$ cat config.mk
export PLATFORM = sky130hd
export DESIGN_NAME = ulb_lin_status
export DESIGN_NICKNAME = d
export VERILOG_FILES = /design/src/logic/ulb_pkg.sv /design/src/logic/ulb_bit_timer.sv /design/src/logic/ulb_lin_status.sv
export SDC_FILE = /design/constraint.sdc
export NUM_CORES = 1
export LEC_CHECK = 0
export ABC_CLOCK_PERIOD_IN_PS = 3400
export BUFFER_PORTS_ARGS = -buffer_cell sky130_fd_sc_hd__buf_2
export CAP_MARGIN = 40
export CORE_UTILIZATION = 58
export CTS_BUF_LIST = sky130_fd_sc_hd__clkbuf_2 sky130_fd_sc_hd__clkbuf_4 sky130_fd_sc_hd__clkbuf_8
export DETAILED_ROUTE_END_ITERATION = 16
export PLACE_DENSITY = 0.82
export SYNTH_ARGS = -nofsm -noshare
export SYNTH_HDL_FRONTEND = slang
export SYNTH_SLANG_ARGS = --single-unit
$ cat constraint.sdc
create_clock -name clk -period 3.4 [get_ports clk]
set_clock_uncertainty 0.05 [all_clocks]
set_input_delay 0.68 -clock clk [delete_from_list [all_inputs] [get_ports clk]]
set_output_delay 0.68 -clock clk [all_outputs]
set_load 0.05 [all_outputs]
$ cat src/logic/ulb_pkg.sv
package ulb_pkg;

  // ------------------------------------------------------------
  // register map (byte addresses on the AXI4-Lite port)
  // ------------------------------------------------------------
  localparam logic [3:0] ADDR_STATUS2 = 4'h0;  // lin_break_rx_status
  localparam logic [3:0] ADDR_CTRL    = 4'h4;  // frame format, standby, tx break request
  localparam logic [3:0] ADDR_STATUS1 = 4'h8;  // framing / receive-full / idle flags, data

  // ------------------------------------------------------------
  // lin_break_rx_status field positions
  // ------------------------------------------------------------
  localparam int BIT_LBRK   = 7;
  localparam int BIT_RXEDGE = 6;
  localparam int BIT_RSVD   = 5;
  localparam int BIT_RX_INVERT  = 4;
  localparam int BIT_WUID   = 3;
  localparam int BIT_LONGBK = 2;
  localparam int BIT_LIN_BREAK_DETECT_ENABLE  = 1;
  localparam int BIT_RAF    = 0;

  // control register fields
  localparam int BIT_NINE   = 0;   // 9-bit data
  localparam int BIT_TWOSTP = 1;   // two stop bits
  localparam int BIT_STBY   = 2;   // receiver standby
  localparam int BIT_SBK    = 3;   // send one break character (self-clearing)

  // status1 fields
  localparam int BIT_FE     = 0;
  localparam int BIT_RECEIVE_FULL_FLAG   = 1;
  localparam int BIT_IDLE   = 2;
  localparam int BIT_DATA   = 8;

  // ------------------------------------------------------------
  // frame and break lengths in bit times
  // ------------------------------------------------------------
  localparam logic [3:0] BASE_FRAME_BITS = 4'ha;  // start + 8 data + 1 stop
  localparam logic [3:0] BRK_DET_EXTRA   = 4'h1;  // lin detect threshold raise
  localparam logic [3:0] BRK_LONG_EXTRA  = 4'h3;  // long tx break
  localparam logic [3:0] IDLE_BITS       = 4'ha;  // idle character length
  localparam logic [7:0] RSP_OKAY        = 8'h00;
  localparam logic [1:0] RESP_OKAY       = 2'b00;
  localparam logic [1:0] RESP_SLVERR     = 2'b10;

  localparam int CLK_HZ = 50_000_000;

  // axi-lite carriers
  typedef struct packed {
    logic        awvalid;
    logic [3:0]  awaddr;
    logic        wvalid;
    logic [31:0] wdata;
    logic [3:0]  wstrb;
    logic        bready;
    logic        arvalid;
    logic [3:0]  araddr;
    logic        rready;
  } ulb_axi_req_t;

  typedef struct packed {
    logic        awready;
    logic        wready;
    logic        bvalid;
    logic [1:0]  bresp;
    logic        arready;
    logic        rvalid;
    logic [31:0] rdata;
    logic [1:0]  rresp;
  } ulb_axi_rsp_t;

  typedef enum logic [2:0] {
    RX_IDLE  = 3'b001,
    RX_FRAME = 3'b010,
    RX_BREAK = 3'b100
  } ulb_rx_state_t;

endpackage : ulb_pkg

$ cat src/logic/ulb_bit_timer.sv
// bit-time tick generator; restart aligns the tick to mid-bit sampling
module ulb_bit_timer #(
  parameter int DIV = 434
) (
  // clock and reset
  input  wire logic clk,
  input  wire logic sys_rst,
  // control
  input  wire logic restart,
  // ticks
  output logic      midTick,
  output logic      endTick
);
  localparam int CW = $clog2(DIV + 1);
  localparam logic [CW-1:0] LAST = CW'(DIV - 1);
  localparam logic [CW-1:0] HALF = CW'(DIV / 2);

  initial begin
    if (DIV < 4) $error("bit divider too small");
  end

  logic [CW-1:0] cnt_q, cnt_d;

  always_comb begin
    if (restart || cnt_q == LAST) begin
      cnt_d = '0;
    end else begin
      cnt_d = cnt_q + CW'(1);
    end
  end

  always_ff @(posedge clk) begin
    if (sys_rst) begin
      cnt_q <= '0;
    end else begin
      cnt_q <= cnt_d;
    end
  end

  assign midTick = !restart && cnt_q == HALF;
  assign endTick = !restart && cnt_q == LAST;
endmodule : ulb_bit_timer

$ cat src/logic/ulb_lin_status.sv
module ulb_lin_status
  import ulb_pkg::*;
#(
  parameter int BIT_DIV = CLK_HZ / 115200
) (
  // clock and reset
  input  wire logic          clk,
  input  wire logic          sys_rst,
  // register bus
  input  wire ulb_pkg::ulb_axi_req_t axiReq,
  output ulb_pkg::ulb_axi_rsp_t      axiRsp,
  // serial line
  input  wire logic          rxPin,
  output logic               txPin
);
  import ulb_pkg::*;

  initial begin
    if (BIT_DIV < 4) $error("BIT_DIV too small");
  end

  // ------------------------------------------------------------
  // registers
  // ------------------------------------------------------------
  logic lbrkFlag_q, lbrkFlag_d, edgeFlag_q, edgeFlag_d;
  logic rx_invert_q, rx_invert_d, wuid_q, wuid_d, longBrk_q, longBrk_d, lin_break_detect_enable_q, lin_break_detect_enable_d;
  logic raf_q, raf_d;
  logic nine_q, nine_d, twoStop_q, twoStop_d, stby_q, stby_d;
  logic fe_q, fe_d, receive_full_flag_q, receive_full_flag_d, idle_q, idle_d;
  logic [7:0] data_q, data_d;
  ulb_axi_rsp_t rsp_q, rsp_d;
  logic awHeld_q, awHeld_d, wHeld_q, wHeld_d;
  logic [3:0] awAddr_q, awAddr_d;
  logic [31:0] wData_q, wData_d;
  logic [3:0] wStrb_q, wStrb_d;

  // receiver state
  ulb_rx_state_t rxSt_q, rxSt_d;
  logic rxLine_q, rxPrev_q;
  logic [3:0] bitCnt_q, bitCnt_d;      // bits seen in the current frame
  logic [3:0] zeroRun_q, zeroRun_d;    // consecutive low bits
  logic [3:0] oneRun_q, oneRun_d;      // consecutive high bits for idle
  logic idleArm_q, idleArm_d;
  logic [8:0] shift_q, shift_d;

  // transmitter state
  logic txBusy_q, txBusy_d, sbkReq_q, sbkReq_d, txPin_d;
  logic [3:0] txCnt_q, txCnt_d;

  // ------------------------------------------------------------
  // frame length and thresholds
  // ------------------------------------------------------------
  logic [3:0] frameBits, detBits, txBrkBits;
  always_comb begin
    frameBits = BASE_FRAME_BITS + {3'h0, nine_q} + {3'h0, twoStop_q};
    detBits   = lin_break_detect_enable_q ? frameBits + BRK_DET_EXTRA : frameBits;
    txBrkBits = longBrk_q ? frameBits + BRK_LONG_EXTRA : frameBits;
  end

  // ------------------------------------------------------------
  // receive line conditioning
  // ------------------------------------------------------------
  logic rxLevel;
  assign rxLevel = rxPin ^ rx_invert_q;

  always_ff @(posedge clk) begin
    if (sys_rst) begin
      rxLine_q <= 1'b1;
      rxPrev_q <= 1'b1;
    end else begin
      rxLine_q <= rxLevel;
      rxPrev_q <= rxLine_q;
    end
  end

  logic activeEdge;
  assign activeEdge = rxPrev_q && !rxLine_q;  // falling after inversion

  logic rxRestart, rxMid;
  assign rxRestart = (rxSt_q == RX_IDLE) && activeEdge;

  ulb_bit_timer #(.DIV(BIT_DIV)) u_rx_timer (
    .clk     (clk),
    .sys_rst (sys_rst),
    .restart (rxRestart),
    .midTick (rxMid),
    .endTick ()
  );

  logic txTick;
  ulb_bit_timer #(.DIV(BIT_DIV)) u_tx_timer (
    .clk     (clk),
    .sys_rst (sys_rst),
    .restart (1'b0),
    .midTick (),
    .endTick (txTick)
  );

  // ------------------------------------------------------------
  // receiver and status flags
  // ------------------------------------------------------------
  logic brkSeen, idleSeen, frameDone, stopBad;
  logic wrFire, wrS2, wrCtrl;
  logic [7:0] wByte;

  always_comb begin
    rxSt_d    = rxSt_q;
    bitCnt_d  = bitCnt_q;
    zeroRun_d = zeroRun_q;
    oneRun_d  = oneRun_q;
    idleArm_d = idleArm_q;
    shift_d   = shift_q;
    brkSeen   = 1'b0;
    idleSeen  = 1'b0;
    frameDone = 1'b0;
    stopBad   = 1'b0;
    unique case (rxSt_q)
      RX_IDLE: begin
        if (rxMid) begin
          if (rxLine_q) begin
            oneRun_d = (oneRun_q == IDLE_BITS) ? oneRun_q : oneRun_q + 4'h1;
            idleSeen = idleArm_q && (oneRun_q + 4'h1 == IDLE_BITS);
            if (idleSeen) idleArm_d = 1'b0;
          end else begin
            // valid start bit: still low at mid-bit
            rxSt_d    = RX_FRAME;
            bitCnt_d  = 4'h1;
            zeroRun_d = 4'h1;
            oneRun_d  = 4'h0;
          end
        end
      end
      RX_FRAME: begin
        if (rxMid) begin
          bitCnt_d  = bitCnt_q + 4'h1;
          zeroRun_d = rxLine_q ? 4'h0 : zeroRun_q + 4'h1;
          if (bitCnt_q <= frameBits - 4'h2 - {3'h0, twoStop_q}) begin
            shift_d = {rxLine_q, shift_q[8:1]};
          end
          if (!rxLine_q && zeroRun_q + 4'h1 == detBits) begin
            brkSeen = 1'b1;
            rxSt_d  = RX_BREAK;
          end else if (bitCnt_q + 4'h1 >= frameBits &&
                       !(lin_break_detect_enable_q && !rxLine_q && zeroRun_q == bitCnt_q)) begin
            // an all-low frame runs on past its stop bit so the raised threshold can be reached
            frameDone = 1'b1;
            stopBad   = zeroRun_q + 4'h1 != 4'h0 && !rxLine_q;
            rxSt_d    = RX_IDLE;
            idleArm_d = 1'b1;
          end
        end
      end
      RX_BREAK: begin
        if (rxMid && rxLine_q) begin
          rxSt_d    = RX_IDLE;
          oneRun_d  = 4'h1;
          idleArm_d = 1'b1;
        end
      end
      default: rxSt_d = RX_IDLE;
    endcase
  end

  always_comb begin
    lbrkFlag_d = lbrkFlag_q;
    edgeFlag_d = edgeFlag_q;
    rx_invert_d    = rx_invert_q;
    wuid_d     = wuid_q;
    longBrk_d  = longBrk_q;
    lin_break_detect_enable_d    = lin_break_detect_enable_q;
    nine_d     = nine_q;
    twoStop_d  = twoStop_q;
    stby_d     = stby_q;
    fe_d       = fe_q;
    receive_full_flag_d     = receive_full_flag_q;
    idle_d     = idle_q;
    data_d     = data_q;
    raf_d      = raf_q;
    if (wrS2) begin
      if (wByte[BIT_LBRK]) lbrkFlag_d = 1'b0;
      if (wByte[BIT_RXEDGE]) edgeFlag_d = 1'b0;
      rx_invert_d   = wByte[BIT_RX_INVERT];
      wuid_d    = wByte[BIT_WUID];
      longBrk_d = wByte[BIT_LONGBK];
      lin_break_detect_enable_d   = wByte[BIT_LIN_BREAK_DETECT_ENABLE];
    end
    if (wrCtrl) begin
      nine_d    = wByte[BIT_NINE];
      twoStop_d = wByte[BIT_TWOSTP];
      stby_d    = wByte[BIT_STBY];
    end
    if (wrFire && awAddr_d == ADDR_STATUS1 && wStrb_d[0]) begin
      // write-one-to-clear for the first status register
      if (wByte[BIT_FE]) fe_d = 1'b0;
      if (wByte[BIT_RECEIVE_FULL_FLAG]) receive_full_flag_d = 1'b0;
      if (wByte[BIT_IDLE]) idle_d = 1'b0;
    end
    // hardware sets win over software clears
    if (brkSeen && lin_break_detect_enable_q) lbrkFlag_d = 1'b1;
    if (activeEdge) edgeFlag_d = 1'b1;
    if (frameDone && !lin_break_detect_enable_q) begin
      receive_full_flag_d = 1'b1;
      // eight data bits end one place higher in the nine-bit shifter
      data_d = nine_q ? shift_d[7:0] : shift_d[8:1];
      if (stopBad) fe_d = 1'b1;
    end
    if (idleSeen && (!stby_q || wuid_q)) idle_d = 1'b1;
    if (rxSt_q == RX_IDLE && rxSt_d == RX_FRAME) raf_d = 1'b1;
    else if (idleSeen) raf_d = 1'b0;
  end

  // ------------------------------------------------------------
  // transmitter break generator
  // ------------------------------------------------------------
  always_comb begin
    txBusy_d = txBusy_q;
    txCnt_d  = txCnt_q;
    sbkReq_d = sbkReq_q;
    if (wrCtrl && wByte[BIT_SBK]) sbkReq_d = 1'b1;
    if (txTick) begin
      if (txBusy_q) begin
        txCnt_d = txCnt_q + 4'h1;
        if (txCnt_q + 4'h1 == txBrkBits) txBusy_d = 1'b0;
      end else if (sbkReq_q) begin
        txBusy_d = 1'b1;
        txCnt_d  = 4'h0;
        sbkReq_d = 1'b0;
      end
    end
    txPin_d = !txBusy_d;
  end

  // ------------------------------------------------------------
  // axi4-lite slave
  // ------------------------------------------------------------
  logic [7:0] s2Read;
  always_comb begin
    s2Read             = 8'h00;                // reserved bit stays zero
    s2Read[BIT_LBRK]   = lbrkFlag_q;
    s2Read[BIT_RXEDGE] = edgeFlag_q;
    s2Read[BIT_RX_INVERT]  = rx_invert_q;
    s2Read[BIT_WUID]   = wuid_q;
    s2Read[BIT_LONGBK] = longBrk_q;
    s2Read[BIT_LIN_BREAK_DETECT_ENABLE]  = lin_break_detect_enable_q;
    s2Read[BIT_RAF]    = raf_q;                // read only
  end

  logic addrOk;
  always_comb begin
    awHeld_d = awHeld_q;
    wHeld_d  = wHeld_q;
    awAddr_d = awAddr_q;
    wData_d  = wData_q;
    wStrb_d  = wStrb_q;
    rsp_d    = rsp_q;
    rsp_d.awready = 1'b0;
    rsp_d.wready  = 1'b0;
    rsp_d.arready = 1'b0;
    if (!awHeld_q && !rsp_q.bvalid && axiReq.awvalid && !rsp_q.awready) begin
      rsp_d.awready = 1'b1;
      awHeld_d      = 1'b1;
      awAddr_d      = axiReq.awaddr;
    end
    if (!wHeld_q && !rsp_q.bvalid && axiReq.wvalid && !rsp_q.wready) begin
      rsp_d.wready = 1'b1;
      wHeld_d      = 1'b1;
      wData_d      = axiReq.wdata;
      wStrb_d      = axiReq.wstrb;
    end
    wrFire = awHeld_q && wHeld_q && !rsp_q.bvalid;
    addrOk = awAddr_q == ADDR_STATUS2 || awAddr_q == ADDR_CTRL || awAddr_q == ADDR_STATUS1;
    if (wrFire) begin
      awHeld_d      = 1'b0;
      wHeld_d       = 1'b0;
      rsp_d.bvalid  = 1'b1;
      rsp_d.bresp   = addrOk ? RESP_OKAY : RESP_SLVERR;
    end else if (rsp_q.bvalid && axiReq.bready) begin
      rsp_d.bvalid = 1'b0;
    end
    if (rsp_q.rvalid) begin
      if (axiReq.rready) rsp_d.rvalid = 1'b0;
    end else if (axiReq.arvalid && !rsp_q.arready) begin
      rsp_d.arready = 1'b1;
      rsp_d.rvalid  = 1'b1;
      rsp_d.rresp   = RESP_OKAY;
      rsp_d.rdata   = 32'h0000_0000;
      unique case (axiReq.araddr)
        ADDR_STATUS2: rsp_d.rdata[7:0] = s2Read;
        ADDR_CTRL: rsp_d.rdata[3:0] = {sbkReq_q | txBusy_q, stby_q, twoStop_q, nine_q};
        ADDR_STATUS1: begin
          rsp_d.rdata[BIT_FE]   = fe_q;
          rsp_d.rdata[BIT_RECEIVE_FULL_FLAG] = receive_full_flag_q;
          rsp_d.rdata[BIT_IDLE] = idle_q;
          rsp_d.rdata[BIT_DATA +: 8] = data_q;
        end
        default: rsp_d.rresp = RESP_SLVERR;
      endcase
    end
  end

  assign wByte  = wData_q[7:0];
  assign wrS2   = wrFire && awAddr_q == ADDR_STATUS2 && wStrb_q[0];
  assign wrCtrl = wrFire && awAddr_q == ADDR_CTRL && wStrb_q[0];

  always_ff @(posedge clk) begin
    if (sys_rst) begin
      lbrkFlag_q <= 1'b0;
      edgeFlag_q <= 1'b0;
      rx_invert_q    <= 1'b0;
      wuid_q     <= 1'b0;
      longBrk_q  <= 1'b0;
      lin_break_detect_enable_q    <= 1'b0;
      raf_q      <= 1'b0;
      nine_q     <= 1'b0;
      twoStop_q  <= 1'b0;
      stby_q     <= 1'b0;
      fe_q       <= 1'b0;
      receive_full_flag_q     <= 1'b0;
      idle_q     <= 1'b0;
      data_q     <= 8'h00;
      rsp_q      <= '0;
      awHeld_q   <= 1'b0;
      wHeld_q    <= 1'b0;
      awAddr_q   <= 4'h0;
      wData_q    <= 32'h0000_0000;
      wStrb_q    <= 4'h0;
      rxSt_q     <= RX_IDLE;
      bitCnt_q   <= 4'h0;
      zeroRun_q  <= 4'h0;
      oneRun_q   <= 4'h0;
      idleArm_q  <= 1'b0;
      shift_q    <= 9'h000;
      txBusy_q   <= 1'b0;
      txCnt_q    <= 4'h0;
      sbkReq_q   <= 1'b0;
      txPin      <= 1'b1;
    end else begin
      lbrkFlag_q <= lbrkFlag_d;
      edgeFlag_q <= edgeFlag_d;
      rx_invert_q    <= rx_invert_d;
      wuid_q     <= wuid_d;
      longBrk_q  <= longBrk_d;
      lin_break_detect_enable_q    <= lin_break_detect_enable_d;
      raf_q      <= raf_d;
      nine_q     <= nine_d;
      twoStop_q  <= twoStop_d;
      stby_q     <= stby_d;
      fe_q       <= fe_d;
      receive_full_flag_q     <= receive_full_flag_d;
      idle_q     <= idle_d;
      data_q     <= data_d;
      rsp_q      <= rsp_d;
      awHeld_q   <= awHeld_d;
      wHeld_q    <= wHeld_d;
      awAddr_q   <= awAddr_d;
      wData_q    <= wData_d;
      wStrb_q    <= wStrb_d;
      rxSt_q     <= rxSt_d;
      bitCnt_q   <= bitCnt_d;
      zeroRun_q  <= zeroRun_d;
      oneRun_q   <= oneRun_d;
      idleArm_q  <= idleArm_d;
      shift_q    <= shift_d;
      txBusy_q   <= txBusy_d;
      txCnt_q    <= txCnt_d;
      sbkReq_q   <= sbkReq_d;
      txPin      <= txPin_d;
    end
  end

  assign axiRsp = rsp_q;
endmodule : ulb_lin_status

==> results.txt, run 1 <==
Synth area leader: dfxtp_1
Post-cts resize count: 0
DR WL/cell: 13.5 um
Clock-pin slew on the worst setup and hold paths: 0.12 ns
Crit path buffers/inverters: 2
Slowest Stage Delay on Critical Path: 0.77 ns
Largest net degree at the start of global routing: 41
Core Region: 0.00889 mm^2
CP Class: flip-flop to flip-flop
Unrepaired setup endpoints after global routing: false
Clock latency on the worst-skew pair: 0.38 ns
Synth top area cells: dfxtp_1, nor2_1, ha_1
GP Congestion: 0.836
Sequential Area: 0.00218 mm^2
CTS sink cnt: 109
Total die area: 0.00972 mm^2
Top cell by count, worst path: ha_1
# H-tree levels: 3
Final Critical Period: 3.00 ns
CP arrival: 3.25 ns
Number of synthesized flops with an enable pin: 0
MaxCap Viol Count: 0
Prevailing post-synth register cell: dfxtp_1
TNS Setup: 0 ns
Top Family by Delay on Critical Path: simple AND/OR/NAND/NOR gates
Die width: 98.6 um
CP Data Required Time: 3.66 ns
Yosys warnings: 0
Max clock buf depth: 2
Worst Setup Start Kind: flip-flop
Final-report max-slew violation count: 0
Synth top area share: 40.3%
Worst Max-Slew Pin Slew: 0.896 ns
Vias per inst: 5.75
Worst Path Max Fanout: 18
CP Capture Type: flip-flop
Routed vias: 4541
Detailed Routing Iterations Pass 1: 4
Sequential area share after synthesis: 40.3%
Global-route wire length before repair: 18700 um
DP Area: 0.00564 mm^2
CTS buffer count: 9
Final setup vio count: 0
Area delta synth->final: 8.09%
Final setup margin: 0.404 ns
Remaining DRCs: 0
Synthesized cell area: 0.00541 mm^2
CTS Hold Bufs: 0
Tot GR Track Use: 23.4%
Top Ports: 94
Netlist cell types: 60
Initial DRC count: 175
Die height: 98.6 um
TritonCTS clock tree: built
Fillers: 759
Final ANT Viol Nets: 0
Global route total overflow: 0
VDD IR-drop max: 0.258 mV
Share of cells above drive strength 1: 12.8%
Synthesized area per cell: 8.43 um^2
Static Leak: 2.22 nW
Antenna cell count: 0
Max Freq: 0.334 GHz
Period utilisation layout: 88.1%
Initial Util: 60.9%
Status: finished, final reports clean
Footprint of the multi-input gates: 0.00297 mm^2
Worst path slowest cell: or4b_1
Yosys reg bits: 109
Ys async rst share: 0%
Antenna violations before repair: 0
Cells after synthesis: 642
Cell Chain, Critical Path: inv_1 -> ha_1 -> ha_1 -> nor3b_1 -> o21bai_1 -> o311a_1 -> or4b_1 -> buf_4 -> o31ai_4
Dpl hpwl: 7620 um
Number of port buffers: 46
Power Total: 0.00232 W
Worst hold margin: 0.413 ns
Worst rel slew slack: 40.1%
Final Hold Viols: 0
Final instance area: 0.00585 mm^2
Vias in the first global route: 4255
Hold Path Class: flip-flop to flip-flop
Clock Root Buffer: clkbuf_8
Final WL: 10600 um
Cell Rows: 34
Power Dens Cells: 397 mW/mm^2
Post-CTS Repair Setup Buffers: 0
Placement Setup Slack: 0.452 ns
Fin nets: 752
final cells by class:
class,instances,area share (%)
Clock buffer,9,2.12
Multi-Input combinational cell,486,50.7
Sequential cell,109,37.3
Tap cell,108,2.31
Timing Repair Buffer,55,5.09
Inverter,16,1.03
Clock inverter,7,1.43
Yosys cell counts, types with 2 or more instances:
cell type    n
or3_1        5
clkbuf_1    27
nand2b_1    11
buf_6        2
and4_1       3
ha_1        23
o21ai_0     30
nor2_1      88
nor3b_1      5
a211oi_1    14
a22oi_1     18
nor4_1       2
nand2_1     65
nor4b_1      3
or2_2        4
buf_4       19
a2bb2oi_1    8
dfxtp_1    109
nor3_1      10
nand3b_1    13
nor2b_1      6
nand3_1     20
nor4b_2      2
or3b_2       3
o31ai_1      8
xor2_1      14
a21oi_1     48
or4b_2       2
mux2i_1     12
and3_1       4
o21bai_1     2
a2111oi_0    2
nand4_1      2
inv_1       15
xnor2_1     18
power by group:
part           switching, W  total, W  internal, W
clock network      0.000496  0.000794     0.000298
logic              0.000147  0.000201    0.0000545
registers         0.0000237   0.00133      0.00130
total              0.000666   0.00232      0.00166
placed cells by master (no fill, tap or decap), types with 4 or more instances in the layout:
| master | instances |
|---|---|
| xor2_1 | 14 |
| a21oi_1 | 48 |
| nand2b_1 | 11 |
| nor3b_1 | 5 |
| dfxtp_1 | 109 |
| conb_1 | 19 |
| o31ai_1 | 8 |
| ha_1 | 23 |
| mux2i_1 | 12 |
| nor3_1 | 10 |
| or2_2 | 4 |
| xnor2_1 | 18 |
| clkbuf_8 | 9 |
| nor2_1 | 88 |
| buf_2 | 46 |
| inv_1 | 15 |
| nand3_1 | 20 |
| nand2_1 | 65 |
| and3_1 | 4 |
| buf_4 | 9 |
| or3_1 | 5 |
| nand3b_1 | 13 |
| a22oi_1 | 18 |
| nor2b_1 | 6 |
| o21ai_0 | 30 |
| a211oi_1 | 14 |
| a2bb2oi_1 | 8 |
worst reg2reg max path, delay by kind of cell (launching register included):
family / cells / cell delay [ns]
DFF: 1 / 0.46
AOI/OAI and AO/OA: 3 / 0.53
buffers and inverters: 2 / 0.38
adders and majority gates: 2 / 0.69
and+or+nand+nor: 2 / 0.82
per-layer routing:
metal | vias to the layer above | part of all wire, % | GRT usage (%)
li1 | 2270 | - | -
met1 | 2159 | 45 | 27.5
met2 | 94 | 50 | 41.6
met3 | 18 | 3.6 | 4.75
met4 | 0 | 1.9 | 9.76
met5 | - | 0 | 0
registers in the layout, indices dropped and copies added, names as in the netlist, 3 cells and up:
register / cells
awAddr_q: 4
axiRsp: 22
bitCnt_q: 4
data_q: 8
oneRun_q: 4
rxSt_q: 3
shift_q: 9
txCnt_q: 4
u_rx_timer.cnt_q: 9
u_tx_timer.cnt_q: 9
wData_q: 7
zeroRun_q: 4
worst paths after layout:
path / start / to / slack (ns) / cells past startpoint
setup / recovery: twoStop_q / data_q[6] / 0.40 / 9
hold / removal: wData_q[4] / wData_q[4] / 0.41 / 2
setup reg to reg: twoStop_q / data_q[6] / 0.40 / 9
hold reg to reg: wData_q[4] / wData_q[4] / 0.41 / 2
stage by stage:
stage               utilization (%)  std cells
global route                   65.8        790
finish                         65.8        790
floorplan                         -        660
global placement               63.5        774
CTS                            65.8        790
detailed placement             63.5        774
kinds of logic after synthesis:
logic type | after synthesis | share of synthesized area, %
AND/OR/NAND/NOR | 258 | 23.9
AO/OA/AOI/OAI | 141 | 16.7
flip-flops | 109 | 40.3
buffers and inverters | 65 | 6.10
XOR/XNOR | 32 | 5.18
adder cells (fa/ha/maj) | 23 | 5.32
multiplexers | 13 | 2.43
other | 1 | 0.0693
(Power assumes the default switching activity.)
==> run 2: changes to the inputs <==
--- a/config.mk
+++ b/config.mk
@@ -14,4 +14,5 @@
 export PLACE_DENSITY = 0.82
 export SYNTH_ARGS = -nofsm -noshare
 export SYNTH_HDL_FRONTEND = slang
+export SYNTH_HIERARCHICAL = 1
 export SYNTH_SLANG_ARGS = --single-unit
==> run 2 against run 1 <==
Sequential share of layout area is 0.61 points lower. Flip-flop and latch count unchanged. First-iteration DRC count grew 9.1%. Core utilization down 1.1 points. Final cell count is 1.1% higher. Non-clock buffer count increased by 1. Design area increased by 1.7%. Hold slack better by 0.010 ns. Count of clock-buffer cells in the layout stayed put. Largest cell class unchanged. Highest routed layer unchanged.
==> results.txt, run 2 <==
Number of port buffers: 46
Final WL: 11500 um
MaxCap Viol Count: 0
CP Data Required Time: 3.66 ns
TNS Setup: 0 ns
Final-report max-slew violation count: 0
Antenna cell count: 0
TritonCTS clock tree: built
CTS buffer count: 9
Core Region: 0.00920 mm^2
Antenna violations before repair: 0
Synthesized area per cell: 8.52 um^2
Cell Rows: 35
# H-tree levels: 3
Synthesized cell area: 0.00548 mm^2
GP Congestion: 0.828
Period utilisation layout: 91.0%
Static Leak: 2.16 nW
Top Ports: 94
Final setup vio count: 0
Worst Path Max Fanout: 11
Die height: 99.2 um
Final Hold Viols: 0
Final ANT Viol Nets: 0
Post-cts resize count: 0
Max clock buf depth: 2
Global route total overflow: 0
Global-route wire length before repair: 19300 um
Most common cell after layout, fill and taps aside: dfxtp_1
Detailed Routing Iterations Pass 1: 5
Tot GR Track Use: 24.0%
CTS Hold Bufs: 0
Status: finished, final reports clean
Worst Max-Slew Pin Slew: 0.837 ns
CP Class: flip-flop to flip-flop
Clock Root Buffer: clkbuf_8
Clock-pin slew on the worst setup and hold paths: 0.11 ns
Hold Path Class: flip-flop to flip-flop
Vias in the first global route: 4286
Yosys warnings: 6
Max Freq: 0.323 GHz
Routed vias: 4675
Max FFs per register: 22
Most frequent cells in the layout: dfxtp_1, a21oi_1, nor2_1, nand2_1, buf_2
Fin nets: 758
Clock latency on the worst-skew pair: 0.37 ns
Remaining DRCs: 0
CTS sink cnt: 109
CP Capture Type: flip-flop
Vias per inst: 5.85
Power Dens Cells: 398 mW/mm^2
DR WL/cell: 14.4 um
Worst Setup Start Kind: flip-flop
Total die area: 0.00983 mm^2
Share of cells above drive strength 1: 14.2%
Initial Util: 59.6%
CP arrival: 3.35 ns
DP Area: 0.00573 mm^2
Fillers: 767
Final Critical Period: 3.09 ns
Dpl hpwl: 8350 um
Hold-critical path depth: 2
Post-CTS Repair Setup Buffers: 0
Cells after synthesis: 643
Area delta synth->final: 8.59%
Largest net degree at the start of global routing: 38
Unrepaired setup endpoints after global routing: false
Die width: 99.2 um
Final instance area: 0.00595 mm^2
VDD IR-drop max: 0.211 mV
R2r worst-path depth: 9
Initial DRC count: 191
Worst rel slew slack: 43.6%
run 2: metrics by stage:
stage / utilization [%] / setup WS, ns / instances / hold slack (ns) / total power, W
after global routing: 64.7 / 0.0849 / 799 / 0.451 / 0.00246
after detailed placement: 62.3 / 0.412 / 783 / 0.410 / 0.00154
after CTS: 64.7 / 0.330 / 799 / 0.427 / 0.00239
final: 64.7 / 0.306 / 799 / 0.423 / 0.00237
after floorplan: - / 0.256 / 663 / 0.386 / 0.00152
after global placement: 62.3 / 0.434 / 783 / 0.397 / 0.00154
run 2: critical path: stages (launching register included):
cell and delay, ns:
dfxtp_1 0.42, or3b_4 0.31, nor2_1 0.06, or2_2 0.29, nor4_1 0.28, buf_4 0.22
nand3b_1 0.21, or4_1 0.63, a2111o_1 0.43, a21oi_1 0.14
run 2: power by group:
| part | switching (W) | total [W] | internal (W) |
|---|---|---|---|
| Clock | 0.000485 | 0.000853 | 0.000368 |
| Sequential | 0.0000232 | 0.00132 | 0.00130 |
| Combinational | 0.000140 | 0.000190 | 0.0000499 |
| Total | 0.000648 | 0.00237 | 0.00172 |
run 2: path summary, 6_finish.rpt:
kind,from,end,slack [ns]
max,rxSt_q[0],data_q[7],0.31
min,shift_q[0],shift_q[0],0.42
max reg2reg,rxSt_q[0],data_q[7],0.31
min reg2reg,shift_q[0],shift_q[0],0.42
run 2: per-layer routing:
metal	part of all wire, %	vias to the layer above	GRT usage [%]
li1	-	2332	-
met1	45	2210	30.4
met2	50	117	42.0
met3	4.2	16	3.37
met4	1.5	0	8.48
met5	0	-	0
run 2: cell type report:
cell class | count | area, um^2 | share of cell area (%)
clock buffers | 9 | 124 | 2.08
clock inverters | 7 | 95.1 | 1.60
inverters | 20 | 75.1 | 1.26
multi-input cells | 487 | 3030 | 50.9
flip-flops and latches | 109 | 2180 | 36.7
well taps | 111 | 139 | 2.34
repair buffers | 56 | 305 | 5.13
